## src/ssmd_pkg.sv

```systemverilog
// Package of the duplex clock-synchronous serial master.
// Assumes a 40 MHz system clock and 32-bit AXI4-Lite register access.
package ssmd_pkg;
	// Clock and serial rate
	localparam int CLK_HZ = 40_000_000;
	localparam int BIT_RATE_HZ = 100_000;
	// Half-bit count minus one, from the rate
	localparam int DIV_CALC = CLK_HZ / (2 * BIT_RATE_HZ) - 1;
	localparam logic [7:0] DIV_RESET = DIV_CALC[7:0];
	// Character length
	localparam int CHAR_BITS = 8;
	localparam logic [2:0] LAST_BIT = 3'h7;

	// Register byte addresses
	localparam logic [4:0] ADDR_CTRL = 5'h00;
	localparam logic [4:0] ADDR_STATUS = 5'h04;
	localparam logic [4:0] ADDR_MASK = 5'h08;
	localparam logic [4:0] ADDR_TXDATA = 5'h0C;
	localparam logic [4:0] ADDR_RXDATA = 5'h10;
	localparam logic [4:0] ADDR_DIV = 5'h14;

	// Control fields
	localparam int C_TX_EN = 0;
	localparam int C_RX_EN = 1;
	localparam int C_TX_IRQ_EN = 2;
	localparam int C_RX_IRQ_EN = 3;
	localparam int C_TEND_IRQ_EN = 4;
	localparam int C_MSB_FIRST = 5;
	localparam logic [5:0] CTRL_RESET = 6'h00;

	// Status fields, also the mask layout
	localparam int S_TX_EMPTY = 0;
	localparam int S_TX_END = 1;
	localparam int S_RX_FULL = 2;
	localparam int S_RX_ERROR = 3;
	localparam logic [3:0] FLAGS_RESET = 4'h0;

	// Bus answers
	localparam logic [1:0] RESP_OKAY = 2'h0;
	localparam logic [1:0] RESP_SLVERR = 2'h2;

	// Shifter states, one-hot
	typedef enum logic [1:0] {
		SH_IDLE = 2'b01,
		SH_RUN = 2'b10
	} ssmd_sh_t;
endpackage

```

## src/ssmd_top.sv

```systemverilog
// Duplex clock-synchronous serial master with AXI4-Lite registers.
// Assumes a slave that samples on the rising serial clock edge and a
// data-in pin that is asynchronous to aclk.
//
// The register offsets and the AXI4-Lite register port were chosen for this implementation.
`timescale 1ns/1ps
module ssmd_top import ssmd_pkg::*; #(
	parameter logic [7:0] DIV_DEFAULT = DIV_RESET
) (
	// Clock and reset
	input wire logic aclk,
	input wire logic aresetn,
	// Write address
	input wire logic [31:0] s_axi_awaddr,
	input wire logic s_axi_awvalid,
	output logic s_axi_awready,
	// Write data
	input wire logic [31:0] s_axi_wdata,
	input wire logic [3:0] s_axi_wstrb,
	input wire logic s_axi_wvalid,
	output logic s_axi_wready,
	// Write response
	output logic [1:0] s_axi_bresp,
	output logic s_axi_bvalid,
	input wire logic s_axi_bready,
	// Read address
	input wire logic [31:0] s_axi_araddr,
	input wire logic s_axi_arvalid,
	output logic s_axi_arready,
	// Read data
	output logic [31:0] s_axi_rdata,
	output logic [1:0] s_axi_rresp,
	output logic s_axi_rvalid,
	input wire logic s_axi_rready,
	// Serial pins
	output logic sck_o,
	output logic sdo_o,
	output logic sdo_oe,
	input wire logic sdi_i,
	// Interrupt
	output logic irq
);

	// Whole module state
	typedef struct packed {
		// Bus side
		logic aw_have;
		logic [4:0] aw_addr;
		logic w_have;
		logic [31:0] w_data;
		logic [3:0] w_strb;
		logic awready;
		logic wready;
		logic bvalid;
		logic [1:0] bresp;
		logic arready;
		logic rvalid;
		logic [31:0] rdata;
		logic [1:0] rresp;
		// Registers
		logic [5:0] ctrl;
		logic [3:0] flags;
		logic [3:0] mask;
		logic [7:0] div;
		logic [7:0] tx_buf;
		logic tx_full;
		logic [7:0] rx_buf;
		logic rx_hold;
		// Shifter
		ssmd_sh_t sh;
		logic [7:0] cnt;
		logic [2:0] bitn;
		logic [7:0] tx_sh;
		logic [7:0] rx_sh;
		logic do_rx;
		// Pin input synchroniser, filtered level
		logic [2:0] sync;
		logic sdi;
		// Pins and interrupt
		logic sck;
		logic sdo;
		logic irq;
	} ssmd_state_t;

	ssmd_state_t q; // Registered state
	ssmd_state_t d; // Next state

	// Next-state logic for bus, registers and shifter
	always_comb begin
		logic [3:0] set_f;     // Hardware flag sets this cycle
		logic [3:0] clr_f;     // Software write-one clears
		logic [3:0] gate;      // Request enables per source
		logic tick;            // Half-bit enable from divider
		logic msb;             // Bit order
		logic [31:0] rd;       // Read mux
		logic rd_ok;           // Read address mapped
		logic wr_ok;           // Write address mapped
		logic start;           // Begin a character
		logic sdi_f;           // Pin level agreed this cycle
		d = q;
		set_f = 4'h0;
		clr_f = 4'h0;
		rd = 32'h0000_0000;
		rd_ok = 1'b1;
		wr_ok = 1'b1;
		msb = q.ctrl[C_MSB_FIRST];
		gate = 4'h0;
		start = 1'b0;
		sdi_f = q.sdi;
		tick = (q.cnt == q.div);

		// Three-stage pin sampler; a change counts once the last two stages agree
		d.sync = {q.sync[1:0], sdi_i};
		// Agreed level used at once: with four-cycle half bits the
		// registered copy would still show the bit before
		if (q.sync[2] == q.sync[1]) begin
			sdi_f = q.sync[2];
		end
		d.sdi = sdi_f;

		// Take write address and data in either order
		if (s_axi_awvalid && q.awready) begin
			d.aw_have = 1'b1;
			d.aw_addr = s_axi_awaddr[4:0];
		end
		if (s_axi_wvalid && q.wready) begin
			d.w_have = 1'b1;
			d.w_data = s_axi_wdata;
			d.w_strb = s_axi_wstrb;
		end

		// Register write once both halves are held
		if (q.aw_have && q.w_have && !q.bvalid) begin
			d.aw_have = 1'b0;
			d.w_have = 1'b0;
			d.bvalid = 1'b1;
			if (q.w_strb[0]) begin
				case (q.aw_addr)
					ADDR_CTRL: begin
						d.ctrl = q.w_data[5:0];
						if (q.w_data[C_TX_EN] && !q.ctrl[C_TX_EN]
						    && !q.tx_full) begin
							set_f[S_TX_EMPTY] = 1'b1;
						end
					end
					ADDR_STATUS: clr_f = q.w_data[3:0];
					ADDR_MASK: d.mask = q.w_data[3:0];
					ADDR_TXDATA: begin
						// Loading clears the empty flag
						d.tx_buf = q.w_data[7:0];
						d.tx_full = 1'b1;
						clr_f[S_TX_EMPTY] = 1'b1;
					end
					ADDR_DIV: d.div = q.w_data[7:0];
					ADDR_RXDATA: wr_ok = 1'b1;
					default: wr_ok = 1'b0;
				endcase
			end else begin
				// No low byte lane: mapped check only
				case (q.aw_addr)
					ADDR_CTRL, ADDR_STATUS, ADDR_MASK,
					ADDR_TXDATA, ADDR_RXDATA, ADDR_DIV: wr_ok = 1'b1;
					default: wr_ok = 1'b0;
				endcase
			end
			d.bresp = wr_ok ? RESP_OKAY : RESP_SLVERR;
		end else if (q.bvalid && s_axi_bready) begin
			d.bvalid = 1'b0;
		end

		// Read: one cycle from address to data
		case (s_axi_araddr[4:0])
			ADDR_CTRL: rd = {26'h000_0000, q.ctrl};
			ADDR_STATUS: rd = {25'h000_0000, q.rx_hold, q.tx_full,
			                   (q.sh == SH_RUN), q.flags};
			ADDR_MASK: rd = {28'h000_0000, q.mask};
			ADDR_TXDATA: rd = {24'h00_0000, q.tx_buf};
			ADDR_RXDATA: rd = {24'h00_0000, q.rx_buf};
			ADDR_DIV: rd = {24'h00_0000, q.div};
			default: rd_ok = 1'b0;
		endcase
		if (s_axi_arvalid && q.arready) begin
			d.rvalid = 1'b1;
			d.rdata = rd_ok ? rd : 32'h0000_0000;
			d.rresp = rd_ok ? RESP_OKAY : RESP_SLVERR;
			// Reading the buffer frees it for the next character
			if (s_axi_araddr[4:0] == ADDR_RXDATA) begin
				d.rx_hold = 1'b0;
			end
		end else if (q.rvalid && s_axi_rready) begin
			d.rvalid = 1'b0;
		end

		// Divider runs only inside a character
		d.cnt = (tick || q.sh == SH_IDLE) ? 8'h00 : q.cnt + 8'h01;

		// Start when a byte waits, or receive-only with buffer free
		start = (q.ctrl[C_TX_EN] && q.tx_full)
		     || (!q.ctrl[C_TX_EN] && q.ctrl[C_RX_EN] && !q.rx_hold);

		// Shifter
		case (q.sh)
			SH_IDLE: begin
				d.sck = 1'b1;
				if (start) begin
					d.sh = SH_RUN;
					d.bitn = 3'h0;
					d.do_rx = q.ctrl[C_RX_EN];
					d.tx_sh = q.ctrl[C_TX_EN] ? q.tx_buf : 8'hFF;
					if (q.ctrl[C_TX_EN]) begin
						// Byte moved to shifter: buffer empty again
						d.tx_full = 1'b0;
						set_f[S_TX_EMPTY] = 1'b1;
					end
				end
			end
			SH_RUN: begin
				if (!q.ctrl[C_TX_EN] && !q.ctrl[C_RX_EN]) begin
					// Both enables dropped: abandon the character
					d.sh = SH_IDLE;
					d.sck = 1'b1;
				end else if (tick && q.sck) begin
					d.sck = 1'b0;
					d.sdo = msb ? q.tx_sh[7] : q.tx_sh[0];
				end else if (tick) begin
					d.sck = 1'b1;
					d.tx_sh = msb ? {q.tx_sh[6:0], 1'b1}
					              : {1'b1, q.tx_sh[7:1]};
					d.rx_sh = msb ? {q.rx_sh[6:0], sdi_f}
					              : {sdi_f, q.rx_sh[7:1]};
					d.bitn = q.bitn + 3'h1;
					if (q.bitn == LAST_BIT) begin
						d.sh = SH_IDLE;
						if (q.do_rx && q.rx_hold) begin
							set_f[S_RX_ERROR] = 1'b1;
						end else if (q.do_rx) begin
							d.rx_buf = msb ? {q.rx_sh[6:0], sdi_f}
							               : {sdi_f, q.rx_sh[7:1]};
							d.rx_hold = 1'b1;
							set_f[S_RX_FULL] = 1'b1;
						end
						if (!(q.ctrl[C_TX_EN] && d.tx_full)) begin
							set_f[S_TX_END] = q.ctrl[C_TX_EN];
						end
					end
				end
			end
			default: d.sh = SH_IDLE;
		endcase

		// Leaving transmit drops the end flag
		if (q.ctrl[C_TX_EN] && !d.ctrl[C_TX_EN]) begin
			clr_f[S_TX_END] = 1'b1;
		end

		// sticky flags, set wins over clear
		d.flags = (q.flags & ~clr_f) | set_f;

		gate[S_TX_EMPTY] = q.ctrl[C_TX_IRQ_EN];
		gate[S_TX_END] = q.ctrl[C_TEND_IRQ_EN];
		gate[S_RX_FULL] = q.ctrl[C_RX_IRQ_EN];
		gate[S_RX_ERROR] = q.ctrl[C_RX_IRQ_EN];
		d.irq = |(q.flags & q.mask & gate);

		// Ready flags: one write and one read at a time
		d.awready = !d.aw_have && !d.bvalid;
		d.wready = !d.w_have && !d.bvalid;
		d.arready = !d.rvalid;
	end

	// State register, synchronous reset
	always_ff @(posedge aclk) begin
		if (!aresetn) begin
			q <= '0;
			q.ctrl <= CTRL_RESET;
			q.flags <= FLAGS_RESET;
			q.mask <= FLAGS_RESET;
			q.div <= DIV_DEFAULT;
			q.sh <= SH_IDLE;
			q.sync <= 3'h7;
			q.sdi <= 1'b1;
			q.sck <= 1'b1;
			q.sdo <= 1'b1;
		end else begin
			q <= d;
		end
	end

	// Outputs straight from state flops
	assign s_axi_awready = q.awready;
	assign s_axi_wready = q.wready;
	assign s_axi_bvalid = q.bvalid;
	assign s_axi_bresp = q.bresp;
	assign s_axi_arready = q.arready;
	assign s_axi_rvalid = q.rvalid;
	assign s_axi_rdata = q.rdata;
	assign s_axi_rresp = q.rresp;
	assign sck_o = q.sck;
	assign sdo_o = q.sdo;
	// pin driven only with transmit enabled
	assign sdo_oe = q.ctrl[C_TX_EN];
	assign irq = q.irq;

endmodule

```

## config.mk

```make
export PLATFORM = sky130hd
export DESIGN_NAME = ssmd_top
export DESIGN_NICKNAME = d
export VERILOG_FILES = /design/src/ssmd_pkg.sv /design/src/ssmd_top.sv
export SDC_FILE = /design/constraint.sdc
export NUM_CORES = 1
export LEC_CHECK = 0
export BUFFER_PORTS_ARGS = -buffer_cell sky130_fd_sc_hd__buf_2
export CORE_MARGIN = 3
export CORE_UTILIZATION = 25
export CTS_BUF_LIST = sky130_fd_sc_hd__clkbuf_4
export CTS_CLUSTER_DIAMETER = 50
export DETAILED_ROUTE_END_ITERATION = 10
export GPL_ROUTABILITY_DRIVEN = 0
export SLEW_MARGIN = 10
export SYNTH_ARGS = -nofsm -noshare
export SYNTH_HDL_FRONTEND = slang
export SYNTH_SLANG_ARGS = --single-unit
export TNS_END_PERCENT = 100
```

## constraint.sdc

```tcl
create_clock -name aclk -period 2.2 [get_ports aclk]
set_input_delay 0.11 -clock aclk [delete_from_list [all_inputs] [get_ports aclk]]
set_output_delay 0.11 -clock aclk [all_outputs]
set_load 0.005 [all_outputs]
```

# After elaboration in Yosys (flattened, before gate mapping)
# Cells that the tools add are included.
[totals]
ramBits = 0
wordCells = 187
latch_bits = 0
memories = 0
romBits = 0
regBits = 161
inputBits = 108
[classes]
n_mux = 71
n_reduce_logical = 49
n_div = 0
shifts = 0
bitwise = 9
n_eq_ne = 23
n_lt_le_gt_ge = 0
n_mul = 0
add_sub_neg = 2
[op_table]
columns = ["operator", "n"]
rows = [
  ["two-way mux 19 bit", 3],
  ["one-hot mux 8 bit (6 select lines)", 1],
  ["two-way mux 1 bit", 41],
  ["two-way mux 37 bit", 1],
  ["two-way mux 32 bit", 1],
  ["two-way mux 3 bit", 9],
  ["two-way mux 8 bit", 3],
  ["one-hot mux 11 bit (2 select lines)", 1],
  ["== test 5 x 4 -> 1 bit (second input constant)", 4],
  ["== test 5 bit (second input constant)", 4],
  ["logical AND 1 bit", 19],
  ["AND reduction 3 bit", 5],
  ["bitwise AND 4 bit", 3],
  ["OR reduction 6 bit", 2],
  ["two-way mux 11 bit", 1],
  ["== test 5 x 3 -> 1 bit (second input constant)", 2],
  ["logical NOT 1 bit", 10],
  ["logical NOT 5 bit", 2],
  ["adder 8 x 1 -> 8 bit (second input constant)", 1],
  ["== test 8 bit", 1],
  ["two-way mux 2 bit", 4],
  ["two-way mux 4 bit", 2],
  ["inequality test 2 bit (second input constant)", 4],
  ["AND reduction 4 bit", 2],
  ["22 further kinds", 28],
]

# Logic depth before layout (Yosys ltp)
[depth]
word_depth = 12
ltp_mapped = 9
mapped_depth_nobuf = 7

# Worst setup path after synthesis
# OpenSTA, ideal clock, no wires.
[synth_timing]
kind = "register -> register"
from = "register q[30] (netlist name)"
to = "register q[24] (netlist name)"
setup_slack_ps = 362
t_required_ps = 2078
stages_incl_launch_ff = 8
t_arrival_ps = 1716
path_cell_list = "dfxtp_1 -> xor2_1 -> nor4_2 -> a32o_1 -> buf_2 -> and2_1 -> buf_4 -> o21ai_0"
[synth_between]
elab_chain_cells = 4
word_cells_on_any_way = 5
classes_between = "eq/ne (3); reduce/logical (2)"
[synth_lines]
columns = ["element", "line_no", "source"]
rows = [
  ["start: declaration", "ssmd_top.sv:85", "ssmd_state_t q;"],
  ["== test 8 bit (*)", "ssmd_top.sv:110", "tick = (q.cnt == q.div);"],
  ["logical AND 1 bit", "ssmd_top.sv:222", "end else if (tick && q.sck) begin"],
  ["inequality test 2 bit (no line)", "-", ""],
  ["AND reduction 5 bit (no line) (*)", "-", ""],
]
# Every way passes the cells marked *; elsewhere a longest branch is shown, timed or not.
# A chain may end at the register's enable or synchronous reset.

# Worst setup path after layout
[layout_timing]
from = "register q[30] (netlist name)"
to = "register q[70] (netlist name)"
[layout_between]
elab_chain_cells = 6
word_cells_on_any_way = 7
classes_between = "eq/ne (1); mux (4); bitwise (1); reduce/logical (1)"
[layout_lines]
columns = ["element", "line_no", "source"]
rows = [
  ["== test 8 bit (*)", "ssmd_top.sv:110", ""],
  ["two-way mux 3 bit / logical AND 1 bit (equally long branches)", "ssmd_top.sv:225, ssmd_top.sv:222", ""],
  ["two-way mux 3 bit (*)", "ssmd_top.sv:222", ""],
  ["two-way mux 3 bit (*)", "ssmd_top.sv:218", "if (!q.ctrl[C_TX_EN] && !q.ctrl[C_RX_EN]) begin"],
  ["two-way mux 3 bit (*)", "ssmd_top.sv:202", "case (q.sh)"],
  ["OR 4 bit (*)", "ssmd_top.sv:257", "d.flags = (q.flags & ~clr_f) | set_f;"],
]
# Marks and branches as above.

==> impl_metrics.toml <==
[finish]
area_delta_synth_final_pct = 17.52
multiInputGateArea_um2 = 2515
nNetsFinal = 746
final_cell_area_um2 = 5883
drive_above_1_share = 0.1630
regArea_um2 = 2162
regMostFlops = "q"
instances_no_fill = 904
fillerInstances = 2090
largest_reg_flops = 87

[worst_setup_path]
cp.arrival_ns = 2.42
r2r_slack_ns = 0.23
worstPathRequired_ns = 2.65
crit_path_max_incr_delay_ns = 0.48
crit_start = "q[30]$_SDFF_PP0_"
slowest_stage = "nor4_1"
r2r-start = "q[30]$_SDFF_PP0_"
cp-endpoint = "q[70]$_SDFF_PN0_"
critPathMostFrequentCell = "buf_4"
start_kind = "flop"
cp_max_fo = 8
cp_top_family = "simple AND/OR/NAND/NOR gates"
reg2reg_to = "q[70]$_SDFF_PN0_"
cp.buffers_inverters = 2
crit_chain = "xor2_1 -> nor4_2 -> buf_4 -> nand2_2 -> nor4_1 -> buf_4 -> o21a_1"
end_kind = "flop"
path_depth = 7
path_class = "reg2reg"
reg2reg_depth = 7

[floorplan]
die_y_um = 147.5
rows = 51
num_io_pins = 153
die_w_um = 147.5
initial_core_util = 0.2555
die_area_um2 = 21760
core_um2 = 19590

[cts]
ctsRootBufferMaster = "clkbuf_4"
clkSlewWorstSetupHoldPaths_ns = 0.16
insertion_delay_ns = 0.49
post_cts_resized = 0
cts_made_buffers = 9
cts_tree = "yes"
cts_sinks = 108
clock_tree.htree_level_count = 3
clk_path_buf_depth = 2

[global_routing]
grt_usage = 0.1161
grt_start_max_net_pins = 46
grt_pass1_wl_mm = 20.44
grt.overflow.total = 0
grt_antenna_before_repair = 1
grt_pass1_vias = 3928

[route]
firstDrtPassIters = 5
vias = 4092
drc = 0
ant_nets = 0
avgRoutedWirePerCell_um = 14.09
avgViaCountPerCell = 4.527
drt-total-wl_mm = 12.74
first_iter_violations = 308

[hold_path]
min_path_type = "in2reg"

[placed_design]
placed_area_um2 = 5500
place_hpwl_mm = 9.268
io_buffers = 45
dpl.cell_count = 862

[pwr]
power_density_nw_per_um2 = 544.5
p_leak_uw = 0.002280
ir_worst_vdd_mv = 0.1968

[synth]
synth_area_leaders = "dfxtp_1, mux2i_1, buf_4"
synth-async-reset-ratio = 0
synth_edf_count = 0
yosys.area.top_type_share = 0.4319
ys.flop_type = "dfxtp_1"
synth_largest_area_cell = "dfxtp_1"
syn_inst = 567
ys_seq_elements = 108
syn_avg_cell_area_um2 = 8.829
yosysSeqAreaShare = 0.4319
yosysUniqueCellTypes = 57
yosys_warnings = 0
synth.cell_area_um2 = 5006

[sta]
maxSlewViolCount = 0
rsz0062_at_grt = "false"
hold_viol_final = 0
finClkSkew_ns = 0.01891
layout_min_cycle_time_ns = 1.972
fin_crit_sh = 0.8963
setup_viol = 0
max_clock_freq_ghz = 0.5071
tns_ns = 0
hold_ws_ns = 0.06606

[run_status]
status = "finished clean"

[run]
cap_violations = 0
[synth_stat cells, drive strengths merged (2+ instances only)]
cell type	instances
xnor2	2
a21o	9
a222oi	2
or3	3
clkbuf	18
o21ai	17
o211ai	2
a31oi	8
xor2	12
ha	5
mux2	7
a22o	4
a22oi	14
nor4b	2
o2bb2ai	3
inv	10
a211oi	10
a21oi	37
nand2	66
and2	4
and3	4
mux2i	41
nor3	8
nand3b	2
dfxtp	108
nand3	24
nand2b	17
or3b	2
nor4	6
buf	47
nor2	51
a2bb2oi	7
[worst min-delay path by stage]
stage,startpoint,slack (ns),to,cells past startpoint
global placement,sdi_i,0.32,d[5]$_SDFF_PN1_,2
floorplan,sdi_i,0.21,d[5]$_SDFF_PN1_,1
finish,s_axi_araddr[2],0.07,q[37]$_SDFF_PN0_,5
detailed placement,sdi_i,0.32,d[5]$_SDFF_PN1_,2
global route,s_axi_araddr[2],0.11,q[37]$_SDFF_PN0_,5
CTS,s_axi_araddr[2],0.05,q[37]$_SDFF_PN0_,5
[cell type report]
cell class	count	area share
inverters	11	0.007018
multi-input cells	408	0.4275
clock inverters	6	0.009358
flip-flops and latches	108	0.3675
diodes	1	0.0004254
well taps	265	0.05636
repair buffers	95	0.1191
clock buffers	10	0.01276
[where the power goes]
part           internal [uW]  total, uW  switching, uW
registers               1980       2010           28.7
clock network            349        993            644
logic                   87.1        199            112
[tightest hold or removal path: stages]
cell and delay, ns:
buf_2 0.11, nor2b_1 0.06, nand3_1 0.08, nand2_1 0.05, a21oi_1 0.12
[kinds of logic after synthesis]
family	after synthesis	synth area share
AOI/OAI and AO/OA	121	0.1587
DFF	108	0.4319
other	1	0.0007491
muxes	48	0.09773
adders and majority gates	5	0.01250
and+or+nand+nor	194	0.1882
buffers and inverters	76	0.08573
xor gates and xnor gates	14	0.02449
[stage by stage]
step	util	power, uW	worst slack (ns)
detailed placement	0.2808	2218	0.2497
floorplan	-	2172	0.3623
global placement	0.2808	2216	0.2915
CTS	0.3002	3243	0.2035
finish	0.3003	3203	0.2280
global route	0.3003	3338	0.08702
[layout by cell type (no fill, tap or decap), drive strengths merged, types with 6 or more instances in the layout]
| cell type | Yosys | layout |
|---|---|---|
| a211oi | 10 | 10 |
| a21o | 9 | 9 |
| a21oi | 37 | 37 |
| a22oi | 14 | 14 |
| a2bb2oi | 7 | 7 |
| a31oi | 8 | 8 |
| buf | 47 | 70 |
| clkbuf | 18 | 10 |
| conb | 1 | 26 |
| dfxtp | 108 | 108 |
| dlygate4sd3 | 0 | 25 |
| inv | 10 | 10 |
| mux2 | 7 | 7 |
| mux2i | 41 | 41 |
| nand2 | 66 | 66 |
| nand2b | 17 | 17 |
| nand3 | 24 | 24 |
| nor2 | 51 | 51 |
| nor3 | 8 | 8 |
| nor4 | 6 | 6 |
| o21ai | 17 | 17 |
| xor2 | 12 | 12 |
[metal layers]
metal / wire length (um) / vias up / GRT usage
met5: 0 / - / 0
met4: 277 / 0 / 0.05172
met3: 566 / 17 / 0.01839
met2: 5539 / 92 / 0.1766
met1: 6358 / 1922 / 0.1625
li1: - / 2061 / -
[repair_timing]
item                                    in CTS  in global routing
buffers inserted                             0                  0
endpoints found under the setup margin       0                  0
hold endpoints to repair                    29                  0
hold buffers                                25                  0
Power figures use the tool's default switching activity.
